## src/inc/csd_pkg.sv

```systemverilog
// Constants and carrier types for the configuration strap decoder.
// Assumes a single core clock domain; level codes come from an analog sense front end.
package csd_pkg;
   // Port count and level code width
   localparam int unsigned NUM_PORTS = 4;
   localparam int unsigned LVL_W     = 3;
   // Sensed resistor level codes (shared by all multi-level straps)
   localparam logic [2:0] LVL_PD_200K = 3'h0;  // 200k pull-down
   localparam logic [2:0] LVL_PU_200K = 3'h1;  // 200k pull-up
   localparam logic [2:0] LVL_PD_10K  = 3'h2;  // 10k pull-down
   localparam logic [2:0] LVL_PU_10K  = 3'h3;  // 10k pull-up
   localparam logic [2:0] LVL_PD_10R  = 3'h4;  // 10 ohm pull-down
   localparam logic [2:0] LVL_PU_10R  = 3'h5;  // 10 ohm pull-up
   // Serial pin sense codes (data-out and clock pins)
   localparam logic [1:0] PULL_NONE = 2'h0;
   localparam logic [1:0] PULL_UP   = 2'h1;
   localparam logic [1:0] PULL_DOWN = 2'h2;
   // Synchroniser depth for pin inputs
   localparam int unsigned SYNC_STAGES = 3;
   // Reset value of decoded vectors
   localparam logic [3:0] PORTS_NONE = 4'h0;
   // Shared serial pin modes
   typedef enum logic [1:0] {CSD_SER_SPI, CSD_SER_SMB, CSD_SER_I2C, CSD_SER_UART} csd_ser_t;
   // Shared serial pin functions
   typedef enum logic [1:0] {CSD_PIN_STRAP, CSD_PIN_SPI, CSD_PIN_UART} csd_pinfn_t;
   // Decoded settings bundle
   typedef struct packed {
      csd_ser_t   ser_mode;      // Serial pin mode
      logic [2:0] dev_mode;      // Device mode 1..6
      logic [3:0] port_dis;      // Port disabled (USB2 and SS)
      logic [3:0] fixed_ports;   // Non-removable ports
      logic [3:0] charge_ports;  // Charging ports
      logic       smb_en;        // Sideband slave usable
      logic       i2c_en;        // Bridge operational
      logic       uart_en;       // UART usable
      logic       spi_en;        // SPI master usable
      logic       prog45_sb;     // Prog pins 4,5 are sideband data/clock
      csd_pinfn_t pinfn;         // Shared pin function
   } csd_cfg_t;
endpackage : csd_pkg

```

## src/hw/csd_strap_decoder.sv

```systemverilog
// Configuration strap decoder: latches and decodes board straps after reset.
// Assumes the analog front end presents sensed level codes and SPI ROM check result.
//
// Overview of operation
// - Pull-ups on data-out and clock select sideband slave
// - Pull-down on data-out selects UART
// - No pulls: try SPI master first
// - Never enable conflicting interface pairs together
// - Modes 1,2,3,6 route pins four, five sideband
// - Modes 4,5 block sideband slave and bridging
// - Bridging needs extra register configuration too
// - Shared pins carry SPI or strap/UART functions
// - Sample D+ and D- disable straps per port
// - Port disabled only when both straps high
// - USB2 disable also disables SuperSpeed side
// - Five-level fixed-port strap decode
// - Five-level charging strap decode
// - Six-level device mode strap decode
// - Capture straps at reset release, then hold
`timescale 1ns/1ps
`default_nettype none
module csd_strap_decoder
   import csd_pkg::*;
#(
   parameter int unsigned PORTS = NUM_PORTS
)(
   // Clock and reset
   input  wire logic             clk,
   input  wire logic             rst_n,
   // Serial pin sense
   input  wire logic [1:0]       data_out_pull,
   input  wire logic [1:0]       clock_pull,
   // Multi-level strap codes
   input  wire logic [2:0]       fixed_port_strap,
   input  wire logic [2:0]       charging_ports_strap,
   input  wire logic [2:0]       dev_mode_strap,
   // Port disable straps
   input  wire logic [PORTS-1:0] port_dplus_disable_strap,
   input  wire logic [PORTS-1:0] port_dminus_disable_strap,
   // SPI ROM signature check
   input  wire logic             rom_check_done,
   input  wire logic             rom_sig_ok,
   // Bridge register configuration written
   input  wire logic             bridge_cfg_written,
   // Decoded outputs
   output logic                  straps_valid,
   output csd_cfg_t              cfg,
   output logic [PORTS-1:0]      usb2_port_dis,
   output logic [PORTS-1:0]      ss_port_dis
);
   // Decoder phases
   typedef enum logic [1:0] {ST_WAIT, ST_CAPTURE, ST_ROM, ST_HOLD} csd_state_t;

   // All state of the decoder
   typedef struct packed {
      csd_state_t       state;
      logic [1:0]       wait_cnt;   // Settling count for synchronisers
      logic [1:0]       do_pull;    // Latched data-out sense
      logic [1:0]       ck_pull;    // Latched clock sense
      logic [2:0]       nr_lvl;     // Latched fixed-port level
      logic [2:0]       bc_lvl;     // Latched charging level
      logic [2:0]       md_lvl;     // Latched mode level
      logic [PORTS-1:0] dp;         // Latched D+ disables
      logic [PORTS-1:0] dm;         // Latched D- disables
      logic             valid;
      csd_cfg_t         cfg;
      logic [PORTS-1:0] u2_dis;
      logic [PORTS-1:0] ss_dis;
   } csd_st_t;
   csd_st_t st_q, st_d;

   // Synchronised pin inputs
   localparam int unsigned SW = 4 + 9 + 2*PORTS;
   logic [SW-1:0] raw_pins;
   logic [SW-1:0] syn_pins;
   logic [1:0]       s_do, s_ck;
   logic [2:0]       s_nr, s_bc, s_md;
   logic [PORTS-1:0] s_dp, s_dm;

   assign raw_pins = {data_out_pull, clock_pull, fixed_port_strap, charging_ports_strap,
                      dev_mode_strap, port_dplus_disable_strap, port_dminus_disable_strap};

   // Pin synchroniser bank
   csd_sync #(
      .W (SW)
   ) u_sync (
      .clk     (clk),
      .rst_n   (rst_n),
      .pin_in  (raw_pins),
      .pin_out (syn_pins)
   );

   assign {s_do, s_ck, s_nr, s_bc, s_md, s_dp, s_dm} = syn_pins;

   // Thermometer decode of a five-level port count
   function automatic logic [3:0] lvl_ports(input logic [2:0] lvl);
      logic [3:0] r;
      r = PORTS_NONE;
      unique case (lvl)
         LVL_PD_200K: r = 4'h0;
         LVL_PU_200K: r = 4'h1;
         LVL_PD_10K:  r = 4'h3;
         LVL_PU_10K:  r = 4'h7;
         LVL_PD_10R:  r = 4'hf;
         default:     r = 4'h0;  // Illegal code: treat as lowest
      endcase
      return r;
   endfunction : lvl_ports

   // Next state
   always_comb
   begin
      st_d = st_q;
      unique case (st_q.state)
         // Let synchronisers settle after reset release
         ST_WAIT:
         begin
            st_d.wait_cnt = st_q.wait_cnt + 2'h1;
            if (st_q.wait_cnt == 2'(SYNC_STAGES))
               st_d.state = ST_CAPTURE;
         end
         // Latch all straps once
         ST_CAPTURE:
         begin
            st_d.do_pull = s_do;
            st_d.ck_pull = s_ck;
            st_d.nr_lvl  = s_nr;
            st_d.bc_lvl  = s_bc;
            st_d.md_lvl  = s_md;
            st_d.dp      = s_dp;
            st_d.dm      = s_dm;
            st_d.state   = ST_ROM;
         end
         // Decode; wait for ROM check when no pulls sensed
         ST_ROM:
         begin
            st_d.cfg.fixed_ports  = lvl_ports(st_q.nr_lvl);
            st_d.cfg.charge_ports = lvl_ports(st_q.bc_lvl);
            // Device mode 1..6 from level code
            unique case (st_q.md_lvl)
               LVL_PD_200K: st_d.cfg.dev_mode = 3'h1;
               LVL_PU_200K: st_d.cfg.dev_mode = 3'h2;
               LVL_PD_10K:  st_d.cfg.dev_mode = 3'h3;
               LVL_PU_10K:  st_d.cfg.dev_mode = 3'h4;
               LVL_PD_10R:  st_d.cfg.dev_mode = 3'h5;
               LVL_PU_10R:  st_d.cfg.dev_mode = 3'h6;
               default:     st_d.cfg.dev_mode = 3'h1;  // Illegal code
            endcase
            st_d.u2_dis = st_q.dp & st_q.dm;
            st_d.ss_dis = st_q.dp & st_q.dm;
            // Bundle copy of the port disables for downstream users
            st_d.cfg.port_dis = st_q.dp & st_q.dm;
            // Serial mode selection
            if (st_q.do_pull == PULL_UP && st_q.ck_pull == PULL_UP)
            begin
               st_d.cfg.ser_mode = CSD_SER_SMB;
               st_d.state        = ST_HOLD;
            end
            else if (st_q.do_pull == PULL_DOWN)
            begin
               st_d.cfg.ser_mode = CSD_SER_UART;
               st_d.state        = ST_HOLD;
            end
            else if (rom_check_done)
            begin
               // SPI first, else bridging fallback
               st_d.cfg.ser_mode = rom_sig_ok ? CSD_SER_SPI : CSD_SER_I2C;
               st_d.state        = ST_HOLD;
            end
            else
               st_d.cfg.ser_mode = CSD_SER_SPI;
         end
         // Settings frozen until next reset
         ST_HOLD:
         begin
            st_d.valid = 1'b1;
         end
      endcase
      // Derived enables from held settings
      st_d.cfg.prog45_sb = (st_d.cfg.dev_mode != 3'h4) && (st_d.cfg.dev_mode != 3'h5);
      st_d.cfg.spi_en  = st_d.cfg.ser_mode == CSD_SER_SPI;
      st_d.cfg.uart_en = st_d.cfg.ser_mode == CSD_SER_UART;
      st_d.cfg.smb_en  = (st_d.cfg.ser_mode == CSD_SER_SMB) && st_d.cfg.prog45_sb;
      st_d.cfg.i2c_en  = (st_d.cfg.ser_mode == CSD_SER_I2C) && st_d.cfg.prog45_sb
                         && bridge_cfg_written;
      // Shared pin function
      if (st_d.cfg.ser_mode == CSD_SER_SPI)
         st_d.cfg.pinfn = CSD_PIN_SPI;
      else if (st_d.cfg.ser_mode == CSD_SER_UART)
         st_d.cfg.pinfn = CSD_PIN_UART;
      else
         st_d.cfg.pinfn = CSD_PIN_STRAP;
   end

   // State register
   always_ff @(posedge clk or negedge rst_n)
   begin
      if (!rst_n)
      begin
         st_q                  <= '0;
         st_q.state            <= ST_WAIT;
         st_q.cfg.ser_mode     <= CSD_SER_SPI;
         st_q.cfg.dev_mode     <= 3'h1;
         st_q.cfg.pinfn        <= CSD_PIN_SPI;
      end
      else
         st_q <= st_d;
   end

   // Outputs straight from flops
   assign straps_valid  = st_q.valid;
   assign cfg           = st_q.cfg;
   assign usb2_port_dis = st_q.u2_dis;
   assign ss_port_dis   = st_q.ss_dis;

   // Assertions
   a_smb_select: assert property (@(posedge clk) disable iff (!rst_n)
      (st_q.state == ST_ROM && st_q.do_pull == PULL_UP && st_q.ck_pull == PULL_UP)
      |=> cfg.ser_mode == CSD_SER_SMB) else $error("smb not selected");
   a_uart_select: assert property (@(posedge clk) disable iff (!rst_n)
      (st_q.state == ST_ROM && st_q.do_pull == PULL_DOWN)
      |=> cfg.ser_mode == CSD_SER_UART) else $error("uart not selected");
   a_rom_fallback: assert property (@(posedge clk) disable iff (!rst_n)
      (st_q.state == ST_ROM && st_q.do_pull == PULL_NONE && rom_check_done && !rom_sig_ok)
      |=> cfg.ser_mode == CSD_SER_I2C) else $error("no bridging fallback");
   a_no_conflict: assert property (@(posedge clk) disable iff (!rst_n)
      !(cfg.uart_en && (cfg.smb_en || cfg.spi_en)) && !(cfg.smb_en && cfg.i2c_en))
      else $error("conflicting interfaces");
   a_mode_block: assert property (@(posedge clk) disable iff (!rst_n)
      (cfg.dev_mode == 3'h4 || cfg.dev_mode == 3'h5) |-> !cfg.smb_en && !cfg.i2c_en)
      else $error("sideband usable in mode 4/5");
   a_bridge_gate: assert property (@(posedge clk) disable iff (!rst_n)
      cfg.i2c_en |-> $past(bridge_cfg_written)) else $error("bridge without cfg");
   a_port_dis: assert property (@(posedge clk) disable iff (!rst_n)
      straps_valid |-> usb2_port_dis == (st_q.dp & st_q.dm) && ss_port_dis == usb2_port_dis
      && cfg.port_dis == usb2_port_dis)
      else $error("port disable mismatch");
   a_hold_stable: assert property (@(posedge clk) disable iff (!rst_n)
      straps_valid |=> $stable(cfg.ser_mode) && $stable(cfg.fixed_ports)
      && $stable(usb2_port_dis)) else $error("settings changed after latch");
   a_capture_time: assert property (@(posedge clk) disable iff (!rst_n)
      $rose(st_q.state == ST_CAPTURE) |=> st_q.state == ST_ROM)
      else $error("capture not single cycle");
   c_smb: cover property (@(posedge clk) disable iff (!rst_n) cfg.smb_en);
   c_spi: cover property (@(posedge clk) disable iff (!rst_n) straps_valid && cfg.spi_en);
   c_i2c: cover property (@(posedge clk) disable iff (!rst_n) cfg.i2c_en);
   c_dis: cover property (@(posedge clk) disable iff (!rst_n) straps_valid && |usb2_port_dis);
endmodule : csd_strap_decoder
`default_nettype wire

```

## src/hw/csd_sync.sv

```systemverilog
// Three-flop synchroniser with agreement filter for a bus of pin inputs.
// Assumes inputs are asynchronous to clk and held stable around reset release.
`timescale 1ns/1ps
`default_nettype none
module csd_sync
   import csd_pkg::*;
#(
   parameter int unsigned W = 1
)(
   // Clock and reset
   input  wire logic         clk,
   input  wire logic         rst_n,
   // Pin side
   input  wire logic [W-1:0] pin_in,
   // Core side
   output logic      [W-1:0] pin_out
);
   // Synchroniser state
   typedef struct packed {
      logic [W-1:0] s1;   // First stage, read only by s2
      logic [W-1:0] s2;
      logic [W-1:0] s3;
      logic [W-1:0] val;  // Filtered value
   } csd_sync_st_t;
   csd_sync_st_t st_q, st_d;

   // Next state: change accepted when stages two and three agree
   always_comb
   begin
      st_d     = st_q;
      st_d.s1  = pin_in;
      st_d.s2  = st_q.s1;
      st_d.s3  = st_q.s2;
      for (int i = 0; i < W; i++)
      begin
         if (st_q.s2[i] == st_q.s3[i])
            st_d.val[i] = st_q.s3[i];
      end
   end

   // Register stage
   always_ff @(posedge clk or negedge rst_n)
   begin
      if (!rst_n)
         st_q <= '0;
      else
         st_q <= st_d;
   end

   assign pin_out = st_q.val;
endmodule : csd_sync
`default_nettype wire

```

## config.mk

```make
export PLATFORM = sky130hd
export DESIGN_NAME = csd_strap_decoder
export DESIGN_NICKNAME = d
export VERILOG_FILES = /design/src/inc/csd_pkg.sv /design/src/hw/csd_strap_decoder.sv /design/src/hw/csd_sync.sv
export SDC_FILE = /design/constraint.sdc
export NUM_CORES = 1
export LEC_CHECK = 0
export BUFFER_PORTS_ARGS = -buffer_cell sky130_fd_sc_hd__buf_2
export CAP_MARGIN = 20
export CORE_MARGIN = 5
export CORE_UTILIZATION = 50
export DETAILED_ROUTE_END_ITERATION = 7
export PLACE_DENSITY_LB_ADDON = 0.2
export SLEW_MARGIN = 0
export SYNTH_ARGS = -nofsm -noshare
export SYNTH_HDL_FRONTEND = slang
export SYNTH_SLANG_ARGS = --single-unit
```

## constraint.sdc

```tcl
create_clock -name clk -period 1.96 [get_ports clk]
set_input_delay 0.392 -clock clk [delete_from_list [all_inputs] [get_ports clk]]
set_output_delay 0.392 -clock clk [all_outputs]
set_load 0.01 [all_outputs]
```

[After elaboration in Yosys (flattened, before gate mapping)]
Index checks and enable logic that the tools add are counted.
W data, S select, Z words.
Storage, ports and cells
  output and inout bits: 33
  ROM bits: 0
  bits in writable memories: 0
  register bits after elaboration: 134
  bits in latches: 0
  memories kept: 0
Cells by class
  div/mod/pow operators: 0
  shift-type cells: 0
  magnitude comparators: 0
  equality and inequality tests: 48
  multipliers: 0
  add/sub/neg operators: 1
  muxes and demuxes: 15
  reduce and logical (&&, ||, !) cells: 9
  bitwise operators: 1
Operators with widths (number)
  $pmux W4 S4: 2
  $eq A1 B1 Y1: 21
  $mux W2: 10
  $eq A3 B2 Y1 const B: 6
  $mux W17: 1
  $pmux W3 S5: 1
  $eq A2 B2 Y1 const B: 6
  $eq A3 B3 Y1 const B: 4
  $eq A3 B1 Y1 const B: 3
  $eq A2 B1 Y1 const B: 4
  $ne A3 B3 Y1 const B: 2
  $pmux W2 S3: 1
  $logic_and A1 B1 Y1: 5
  $and A4 B4 Y4: 1
  $logic_not A2 Y1: 2
  $ne A4 B4 Y1 const B: 1
  $reduce_and A3 Y1: 1
  $reduce_bool A3 Y1: 1
  $add A2 B1 Y2 const B: 1
  $ne A2 B2 Y1 const B: 1

[Longest topological paths before layout]
Gate-level depths: netlist (run 1).
  depth after elaboration: 9
  gate-level depth with buffers: 8

[Hierarchy]
A second synthesis (run 1) with hierarchy kept.
Unflattened totals
  cells, all modules: 320
  area, all modules: 4777.1 um^2
Modules (own cells, without submodules)
  csd_sync: area an instance 2496.1 um^2, instances 1, sequential area each 2102.0 um^2, cells each 126
  csd_strap_decoder: area an instance 2280.9 um^2, instances 1, sequential area each 1228.7 um^2, cells each 194

[Worst setup path after synthesis (run 1)]
No wires, ideal clock.
  path type: reg2reg
  from: reg st_q[56] in the netlist's numbering
  to: reg st_q[57] in the netlist's numbering
  arrival: 1548 ps
  setup time: 128 ps
  setup slack: 285 ps
  cell stages (with the launch flop): 8
  path through: dfrtp_1 -> inv_1 -> ha_1 -> buf_6 -> inv_6 -> a211o_2 -> o21ai_2 -> mux2_1
Between the ends
  cells in the longest elaborated chain, start to end: 3
  elaborated cells between the ends (all ways): 8
  classes of those cells: eq/ne (4); mux (1); reduce/logical (3)
Ends and longest elaborated chain
  start, declared: line csd_strap_decoder.sv:70  | csd_st_t st_q, st_d;
  start signal, assigned: line csd_strap_decoder.sv:207  | st_q <= st_d;
  $eq A2 B2 Y1 (tied with other cells): line csd_strap_decoder.sv:114  | unique case (st_q.state)
  $ne A4 B4 Y1 (no source line) (tied with other cells)
  $reduce_and A3 Y1 (no source line)
Several ways; a longest one is shown, not always the timed one.
A chain may end at the register's enable or synchronous reset.

==> summary.txt, run 1 <==
Final period util -> 0.9359
Ranking of synthesized cells by area -> dfrtp_1 (71%), mux2_2 (5.4%), buf_4 (5.2%)
Least-Margin Pin Slew -> 559.4 ps
Root buffer cell -> clkbuf_8
Max Clock Freq -> 545.2 MHz
Final Hold Fails -> 0
GRT Residual Overflow -> 0
Vias per cell -> 4.743
Crit. End Element -> register
PnR Total Power -> 0.008605 W
RSZ-0062 raised after global routing -> false
Vias in the first global route -> 2,523
Die height -> 106.0 um
Most frequent cells in the layout -> dfrtp_1 (131), buf_2 (57), mux2_2 (22), dlygate4sd3_1 (22), maj3_1 (21)
Most used routing layer -> met2
IO Count -> 59
Pwr dens -> 1532 nW/um2
Met3 GRT Util -> 0.05161
Post-DR wirelength/cell -> 13.55 um
Adder-Cell Fraction of Synth Area -> 0.06187
Number of DRC markers in iteration 0 -> 66
Die Width -> 106.0 um
CP startpoint kind -> register
Worst Hold Class -> input port to register
Worst reg2reg path depth -> 6
CP Max Fanout -> 4
Die area -> 11,240 um2
H-tree depth -> 4
Outcome -> finished, final reports clean
Max-slew violation count -> 0
Placed cell count -> 441
Mapped cell area -> 4611 um2
Drt total wl -> 6707 um
Drt drc -> 0
Post-Layout Cell Count -> 495
Number of buffers added on ports -> 58
WP data arrival -> 2230 ps
Core Region -> 9109 um2
Dpl ws -> 69.01 ps
Rows -> 35
Complex-gate fraction of the synthesized area -> 0.04016
Clk Latency, worst-skew pair -> 500 ps
Max incr delay on CP -> 390 ps
Yosys warnings -> 0
CP Class -> register to register
Most common cell after layout, fill and taps aside -> dfrtp_1
Detailed-route via count -> 2,348
Gr usage total -> 0.1348
TritonCTS clock tree -> yes
Synth area leader -> dfrtp_1
Final core occ -> 0.6165
Simple-gate share of the synthesized area -> 0.04288
Initial antenna violation count -> 0
Bufs on Longest Clock Path -> 2
Final setup viols -> 0
Worst-path cell chain -> inv_1, ha_1, nor4b_2, a211o_1, o32ai_1, nor4bb_2
Setup ws final -> 125.7 ps
Post-DP HPWL -> 4165 um
XOR/XNOR Fraction of Synth Area -> 0.001900
Hold Path Depth -> 2
Yosys cell types -> 36
Nets -> 404
Synthesized instance count -> 305
Setup TNS -> 0 ps
Synthesized area per cell -> 15.12 um2
Pin count of the biggest net entering global routing -> 64
Largest family of logic cells by synthesized area -> buffers and inverters
Sequential fraction of the synthesis area -> 0.7224
Ant diodes -> 0
Multiplexer share of the synthesized area -> 0.05834
Max cap viols -> 0
Antenna Nets Post-Route -> 0
Area grow syn2layout -> 21.79%
Drt pass-1 iters -> 4
Cell with the largest stage delay on the worst path -> dfrtp_1
Final Skew -> 11.91 ps
Leak -> 2.587 nW
Starting Density -> 0.5062
Crit path time final -> 1834 ps
Slew headroom -> 0.6259
Worst IR Drop VDD -> 667.3 uV
Grt met2 use -> 0.2190
Mapped Nets -> 337
First-pass GRT wire length -> 11,710 um
Seq cells post-synth -> 133
Sinks on the clock net -> 133
Clk slew on worst S/H paths -> 60 ps
Req. time, crit path -> 2360 ps
Yosys top cell area share -> 0.7110
Routability cong. -> 0.7491
CTS Buf Count -> 17
GR met1 Demand/Resource -> 0.1614
Share of layout cells above drive strength 1 -> 0.3255
[cell families (layout without fill, tap and decap cells)]
logic type                 after synthesis  in the layout
xor gates and xnor gates                 1              1
and+or+nand+nor                         36             36
adders and majority gates               27             27
DFF                                    133            133
buffers and inverters                   53            132
AOI/OAI and AO/OA                       31             31
muxes                                   24             24
[flip-flops by register name (all words and copies together), names as in the netlist, named ones only]
signal	count
u_sync.st_d	42
st_q	25
u_sync.pin_out	21
u_sync.st_q	21
cfg	18
ss_port_dis	4
straps_valid	1
[path summary, 6_finish.rpt]
kind / startpoint / end / slack (ps)
setup / recovery: st_q[42] / cfg[5] / 130
hold reg to reg: u_sync.st_d[42] / u_sync.st_d[21] / 350
min in group asynchronous: rst_n / u_sync.st_d[49] / 330
max in group asynchronous: rst_n / cfg[0] / 900
setup reg to reg: st_q[42] / cfg[5] / 130
hold / removal: bridge_cfg_written / cfg[5] / 190
[cell type report]
| cell class | instances | area (um2) |
|---|---|---|
| tap | 111 | 138.9 |
| timing repair buffer | 86 | 574.3 |
| fill | 705 | 3493 |
| clock inverter | 8 | 101.3 |
| clock buffer | 23 | 456.7 |
| multi-input combinational | 119 | 952.2 |
| inverter | 15 | 61.31 |
| sequential | 133 | 3331 |
[power breakdown]
part	internal (W)	switching (W)	total [W]	leakage, nW
Clock	0.00187	0.00106	0.00293	0.276
Combinational	0.000958	0.000983	0.00194	0.748
Sequential	0.00336	0.000369	0.00373	1.56
Total	0.00619	0.00241	0.00861	2.59
[synthesized netlist by cell type]
cell type  instances
nand2_1            3
inv_1             13
mux2_2            22
nor4b_1            1
nor2b_1            5
o21ai_2            2
inv_6              1
and2_1             2
a211o_2            1
mux2_1             1
nor3b_2            1
maj3_1            21
dfrtp_1          131
a21oi_1           10
xor2_1             1
mux2i_1            1
buf_2              2
clkbuf_1           3
a22o_1             1
buf_4             32
and2_2             1
or2_2              1
buf_6              1
o21ai_0           13
inv_2              1
nor2_1            14
nand3_1            4
nor3b_1            1
ha_1               6
o32ai_1            2
a211oi_1           1
nor4bb_2           1
nor3_1             1
nand2b_1           1
a211o_1            1
dfstp_2            2
[per-layer routing]
| layer | part of all wire | vias up |
|---|---|---|
| met5 | 0 | - |
| met4 | 0.013 | 0 |
| met3 | 0.052 | 8 |
| met2 | 0.51 | 58 |
| met1 | 0.43 | 1153 |
| li1 | - | 1129 |
[through the flow]
| step | area (um2) | hold slack, ps |
|---|---|---|
| 3_5_place_dp | 4823 | 295.2 |
| 6_report | 5615 | 186.4 |
| 4_1_cts | 5602 | 153.9 |
| 2_1_floorplan | 4611 | 96.41 |
| 3_3_place_gp | 4823 | 290.2 |
| 5_1_grt | 5615 | 162.5 |
[worst max-delay path, delay by kind of cell, from the launching register on]
kind,cells,cell delay [ps]
AOI/OAI and AO/OA,2,290
adders and majority gates,1,350
buffers and inverters,1,100
DFF,1,390
and+or+nand+nor,2,590
[what timing repair did]
action                                  4_1_cts  5_1_grt
gates resized for setup                       0        1
endpoints found under the hold margin        51        0
buffers inserted                              0        1
hold buffers                                 22        0
endpoints found under the setup margin        0        1
Note: power is estimated with default switching activity, not from simulation.
==> run 2: changes to the inputs <==
--- a/config.mk
+++ b/config.mk
@@ -5,6 +5,7 @@
 export SDC_FILE = /design/constraint.sdc
 export NUM_CORES = 1
 export LEC_CHECK = 0
+export ABC_AREA = 1
 export BUFFER_PORTS_ARGS = -buffer_cell sky130_fd_sc_hd__buf_2
 export CAP_MARGIN = 20
 export CORE_MARGIN = 5
==> run 2 against run 1 <==
Compared with the run above: sequential share of layout area fell by 1.2 points; die area rose by 0.79%; routed wire length rose by 0.36%; clock skew fell by 5.4 ps; worst hold slack got worse by 49 ps; final cell count rose by 10%; setup slack improved by 240 ps; first-iteration DRC count rose by 9.1%; via count rose by 6.0%; area after synthesis rose by 0.87%; critical path depth rose by 4; critical endpoint is now cfg[6].
==> summary.txt, run 2 <==
Max Clock Freq -> 626.8 MHz
# fillers -> 679
Synth top cells by count -> dfrtp_1 (131), nand2_1 (70), buf_4 (32), maj3_1 (21), inv_1 (19)
Drt total wl -> 6731 um
Starting Density -> 0.5081
# hold bufs at CTS -> 22
CP Class -> register to register
Die Width -> 106.4 um
Die area -> 11,330 um2
CP startpoint kind -> register
Max-slew violation count -> 0
Most frequent cells in the layout -> dfrtp_1 (131), nand2_1 (70), buf_2 (57)
Worst Hold Class -> input port to register
Pin count of the biggest net entering global routing -> 61
Post-DP HPWL -> 4356 um
Initial antenna violation count -> 0
Placed inst area -> 4850 um2
Synth area leader -> dfrtp_1
Worst reg2reg path depth -> 10
Synthesized area per cell -> 13.03 um2
Vias in the first global route -> 2,615
FF-to-FF End -> cfg[6]
Final Hold Fails -> 0
Final setup viols -> 0
Number of buffers added on ports -> 58
Final Cell Area -> 5734 um2
M1 WL -> 3171 um
Yosys top cell area share -> 0.7049
WP data arrival -> 2040 ps
Bufs on Longest Clock Path -> 2
Final Skew -> 6.560 ps
RR Startpoint -> st_q[56]
Req. time, crit path -> 2410 ps
Number of DRC markers in iteration 0 -> 72
Detailed-route via count -> 2,489
RSZ-0062 raised after global routing -> false
Slew headroom -> 0.7490
Post-synth EDFFs -> 0
Rows -> 35
CP Max Fanout -> 11
Post-CTS Repair Setup Buffers -> 0
Yosys warnings -> 0
Pwr dens -> 1614 nW/um2
Most common cell after layout, fill and taps aside -> dfrtp_1
Hold path start -> bridge_cfg_written
First-pass GRT wire length -> 11,850 um
WL met2 -> 3080 um
Setup TNS -> 0 ps
Sequential fraction of the synthesis area -> 0.7162
Sinks on the clock net -> 133
Top sig layer -> met4
Clk slew on worst S/H paths -> 60 ps
Top_reg_cell synth -> dfrtp_1
Ranking of synthesized cells by area -> dfrtp_1 (70%), nand2_1 (5.6%), buf_4 (5.2%)
Fraction of registers with async set or reset after synthesis -> 1.000
Reg2Reg Setup Slack -> 360 ps
Drt pass-1 iters -> 4
H-tree depth -> 4
Crit path time final -> 1595 ps
TritonCTS clock tree -> yes
Leak -> 2.776 nW
Largest register FFs -> 42
Mapped cell area -> 4651 um2
Max cap viols -> 0
Final period util -> 0.8140
Die height -> 106.4 um
Gr usage total -> 0.1350
Post-DR wirelength/cell -> 12.35 um
Clk Latency, worst-skew pair -> 510 ps
Nets -> 453
Root buffer cell -> clkbuf_8
Mapped Nets -> 389
Area grow syn2layout -> 23.30%
Met3 wire len -> 383 um
IO Count -> 59
Yosys cell types -> 26
Final core occ -> 0.6265
Least-Margin Pin Slew -> 376.4 ps
Crit. End Element -> register
Vias per cell -> 4.567
Hold Path Depth -> 3
Synthesized instance count -> 357
Hold slack -> 137.4 ps
CTS Buf Count -> 17
Outcome -> finished, final reports clean
Antenna Nets Post-Route -> 0
Routability cong. -> 0.7662
Resized cells post-CTS -> 0
Core Region -> 9153 um2
Share of layout cells above drive strength 1 -> 0.2512
Worst IR Drop VDD -> 611.8 uV
Hold endpoint -> cfg[5]
Seq cells post-synth -> 133
GRT Residual Overflow -> 0
Ant diodes -> 0
Drt drc -> 0
Cell with the most instances after synthesis -> dfrtp_1
-- run 2: changes by cell type in the layout (fill, tap and decap cells not counted), moves of 4 or more --
cell     previous run  this run
inv_1              13        19
mux2_2             22         1
nand2_1             3        70
nand2_4             0         4
nand3_1             4        16
nor2b_1             5         0
-- run 2: worst max-delay path by stage --
stage / from / to / slack [ps] / cells past startpoint
after global placement: st_q[56] / cfg[6] / 420 / 10
after detailed placement: st_q[56] / cfg[6] / 370 / 10
final: st_q[56] / cfg[6] / 360 / 10
after CTS: st_q[56] / cfg[6] / 350 / 10
after floorplan: st_q[56] / cfg[5] / 660 / 9
after global routing: st_q[56] / cfg[5] / 200 / 7
-- run 2: stage by stage --
step | power (W) | cells | setup slack [ps]
global route | 0.009848 | 545 | 200.8
finish | 0.009254 | 545 | 364.6
global placement | 0.005747 | 491 | 423.3
CTS | 0.009382 | 545 | 354.3
floorplan | 0.005551 | 357 | 661.5
detailed placement | 0.005835 | 491 | 368.0
-- run 2: layout make-up --
type / count / area (um2) / area share
Clock inverter: 10 / 191.4 / 0.03338
Sequential cell: 133 / 3331 / 0.5808
Tap cell: 111 / 138.9 / 0.02422
Clock buffer: 22 / 473.0 / 0.08248
Timing Repair Buffer: 84 / 571.8 / 0.09972
Multi-Input combinational cell: 164 / 947.2 / 0.1652
Inverter: 21 / 81.33 / 0.01418
-- run 2: metal layers --
layer / global-route usage / vias to the layer above
li1: - / 1241
met1: 0.1698 / 1175
met2: 0.2072 / 62
met3: 0.05282 / 11
met4: 0.06119 / 0
met5: 0 / -
-- run 2: cells by family (layout without fill, tap and decap cells) --
logic type,after synthesis,in the layout,synth area share
flip-flops,133,133,0.7162
AND/OR/NAND/NOR,109,109,0.1017
buffers and inverters,60,137,0.08017
adder cells (fa/ha/maj),27,27,0.06134
AO/OA/AOI/OAI,26,26,0.03632
XOR/XNOR,1,1,0.001884
multiplexers,1,1,0.002421
-- run 2: power breakdown --
group          internal [W]  switching (W)
Sequential          0.00337       0.000371
Combinational      0.000798        0.00127
Clock               0.00234        0.00111
-- run 2: worst max-delay path, cell delays in order, from the launching register on --
cell and delay (ps):
dfrtp_1 410, inv_1 90, ha_1 390, inv_4 170
nor2_2 100, nand2_1 60, o21ai_2 60, inv_1 80
nand3_2 70, nand2_1 50, inv_1 40
==> run 3: changes to the inputs <==
==> constraint.sdc (replaced) <==
create_clock -name clk -period 1.65 [get_ports clk]
set_input_delay 0.33 -clock clk [delete_from_list [all_inputs] [get_ports clk]]
set_output_delay 0.33 -clock clk [all_outputs]
set_load 0.01 [all_outputs]
==> run 3 against run 2 <==
Compared with the run above: critical endpoint is now cfg[3]; sequential cell count stayed put; largest cell class unchanged; count of clock-buffer cells in the layout stayed put; critical path type unchanged; first-iteration DRC count is 65% higher; routed wire length is 3.0% higher; largest power group unchanged; clock skew hardly changed.
==> summary.txt, run 3 (same netlist as run 2, synthesis figures left out) <==
Crit. End Element -> register
Root buffer cell -> clkbuf_8
Max cap viols -> 0
Leak -> 2.770 nW
H-tree depth -> 4
Die area -> 11,330 um2
Gr usage total -> 0.1433
Max-slew violation count -> 0
Pwr dens -> 1875 nW/um2
Die Width -> 106.4 um
Drt total wl -> 6936 um
Final Hold Fails -> 0
CTS Buf Count -> 17
Post-DP HPWL -> 4559 um
Area grow syn2layout -> 22.79%
Req. time, crit path -> 2070 ps
CP startpoint kind -> register
WP data arrival -> 1930 ps
Max Clock Freq -> 660.8 MHz
Vias per cell -> 4.615
Clk Latency, worst-skew pair -> 510 ps
Resized cells post-CTS -> 0
Drt drc -> 0
Least-Margin Pin Slew -> 375.5 ps
WL met2 -> 3110 um
RSZ-0062 raised after global routing -> false
GRT Residual Overflow -> 0
Nets -> 456
Bufs on Longest Clock Path -> 2
Initial antenna violation count -> 0
CP Max Fanout -> 18
Ant diodes -> 0
Final period util -> 0.9171
Core Region -> 9153 um2
Vias in the first global route -> 2,628
Detailed-route via count -> 2,529
First-pass GRT wire length -> 12,550 um
M1 WL -> 3374 um
Post-DR wirelength/cell -> 12.66 um
Clk slew on worst S/H paths -> 60 ps
Hold slack -> 79.49 ps
CP Class -> register to register
Number of buffers added on ports -> 58
Worst IR Drop VDD -> 862.9 uV
Most common cell after layout, fill and taps aside -> dfrtp_1
Largest register FFs -> 42
Worst Hold Class -> input port to register
Antenna Nets Post-Route -> 0
Crit path time final -> 1513 ps
Top sig layer -> met4
Number of DRC markers in iteration 0 -> 119
Slew headroom -> 0.7496
IO Count -> 59
TritonCTS clock tree -> yes
Sinks on the clock net -> 133
Final setup viols -> 0
Routability cong. -> 0.7951
Rows -> 35
Final Skew -> 6.100 ps
Starting Density -> 0.5081
Outcome -> finished, final reports clean
Share of layout cells above drive strength 1 -> 0.2563
Setup TNS -> 0 ps
Most frequent cells in the layout -> dfrtp_1 (131), nand2_1 (70), buf_2 (57)
Pin count of the biggest net entering global routing -> 41
Drt pass-1 iters -> 4
Met3 wire len -> 390 um
Die height -> 106.4 um
-- run 3: cell types whose count changed in the layout (fill, tap and decap cells not counted) --
cell / before / now
clkinv_4: 1 / 3
clkinv_2: 0 / 1
bufinv_16: 5 / 3
buf_4: 2 / 5
inv_6: 2 / 1
-- run 3: stage by stage --
step,area [um2],util,total power [W],setup slack [ps],instances
6_report,5710,0.6239,0.01071,136.8,548
5_1_grt,5710,0.6239,0.01140,1.370,548
4_1_cts,5710,0.6239,0.01085,106.0,548
3_5_place_dp,4872,0.5323,0.006954,123.1,494
3_3_place_gp,4872,0.5323,0.006842,221.1,494
2_1_floorplan,4651,-,0.006593,351.5,357
-- run 3: path summary, 6_finish.rpt --
kind	cells after the start	from	slack [ps]	end
min	3	bridge_cfg_written	80	cfg[5]
max in group asynchronous	3	rst_n	770	asynchronous set/reset pin
min in group asynchronous	2	rst_n	300	u_sync.st_d[44]
max	7	st_q[56]	140	cfg[3]
max reg2reg	7	st_q[56]	140	cfg[3]
min reg2reg	0	u_sync.st_d[43]	350	u_sync.st_d[22]
-- run 3: routing by layer --
layer	global-route usage	vias to the layer above
met3	0.05950	7
met2	0.2059	67
met1	0.1961	1195
met4	0.05297	0
met5	0	-
li1	-	1260
-- run 3: power by group --
group / leakage [nW] / switching (W) / total [W] / internal (W)
Combinational: 0.899 / 0.00151 / 0.00248 / 0.000970
Clock: 0.298 / 0.00133 / 0.00380 / 0.00247
Sequential: 1.57 / 0.000427 / 0.00443 / 0.00400
Total: 2.77 / 0.00327 / 0.0107 / 0.00744
-- run 3: critical path: stages (launching register included) --
cell,delay [ps]
dfrtp_1,410
inv_1,100
ha_1,220
buf_4,260
nand3_1,160
nand2_4,100
inv_1,50
nor2_1,130
-- run 3: area by class of cell --
type                       instances  area (um2)
fill                             695        3442
inverter                          21       81.33
clock inverter                    10       145.1
multi-input combinational        164       947.2
clock buffer                      22       473.0
tap                              111       138.9
timing repair buffer              87       594.3
sequential                       133        3331
-- run 3: what timing repair did --
item                                    in CTS  in global routing
endpoints found under the hold margin       57                  0
hold buffers                                22                  0
endpoints found under the setup margin       0                  0
setup buffers                                0                  0
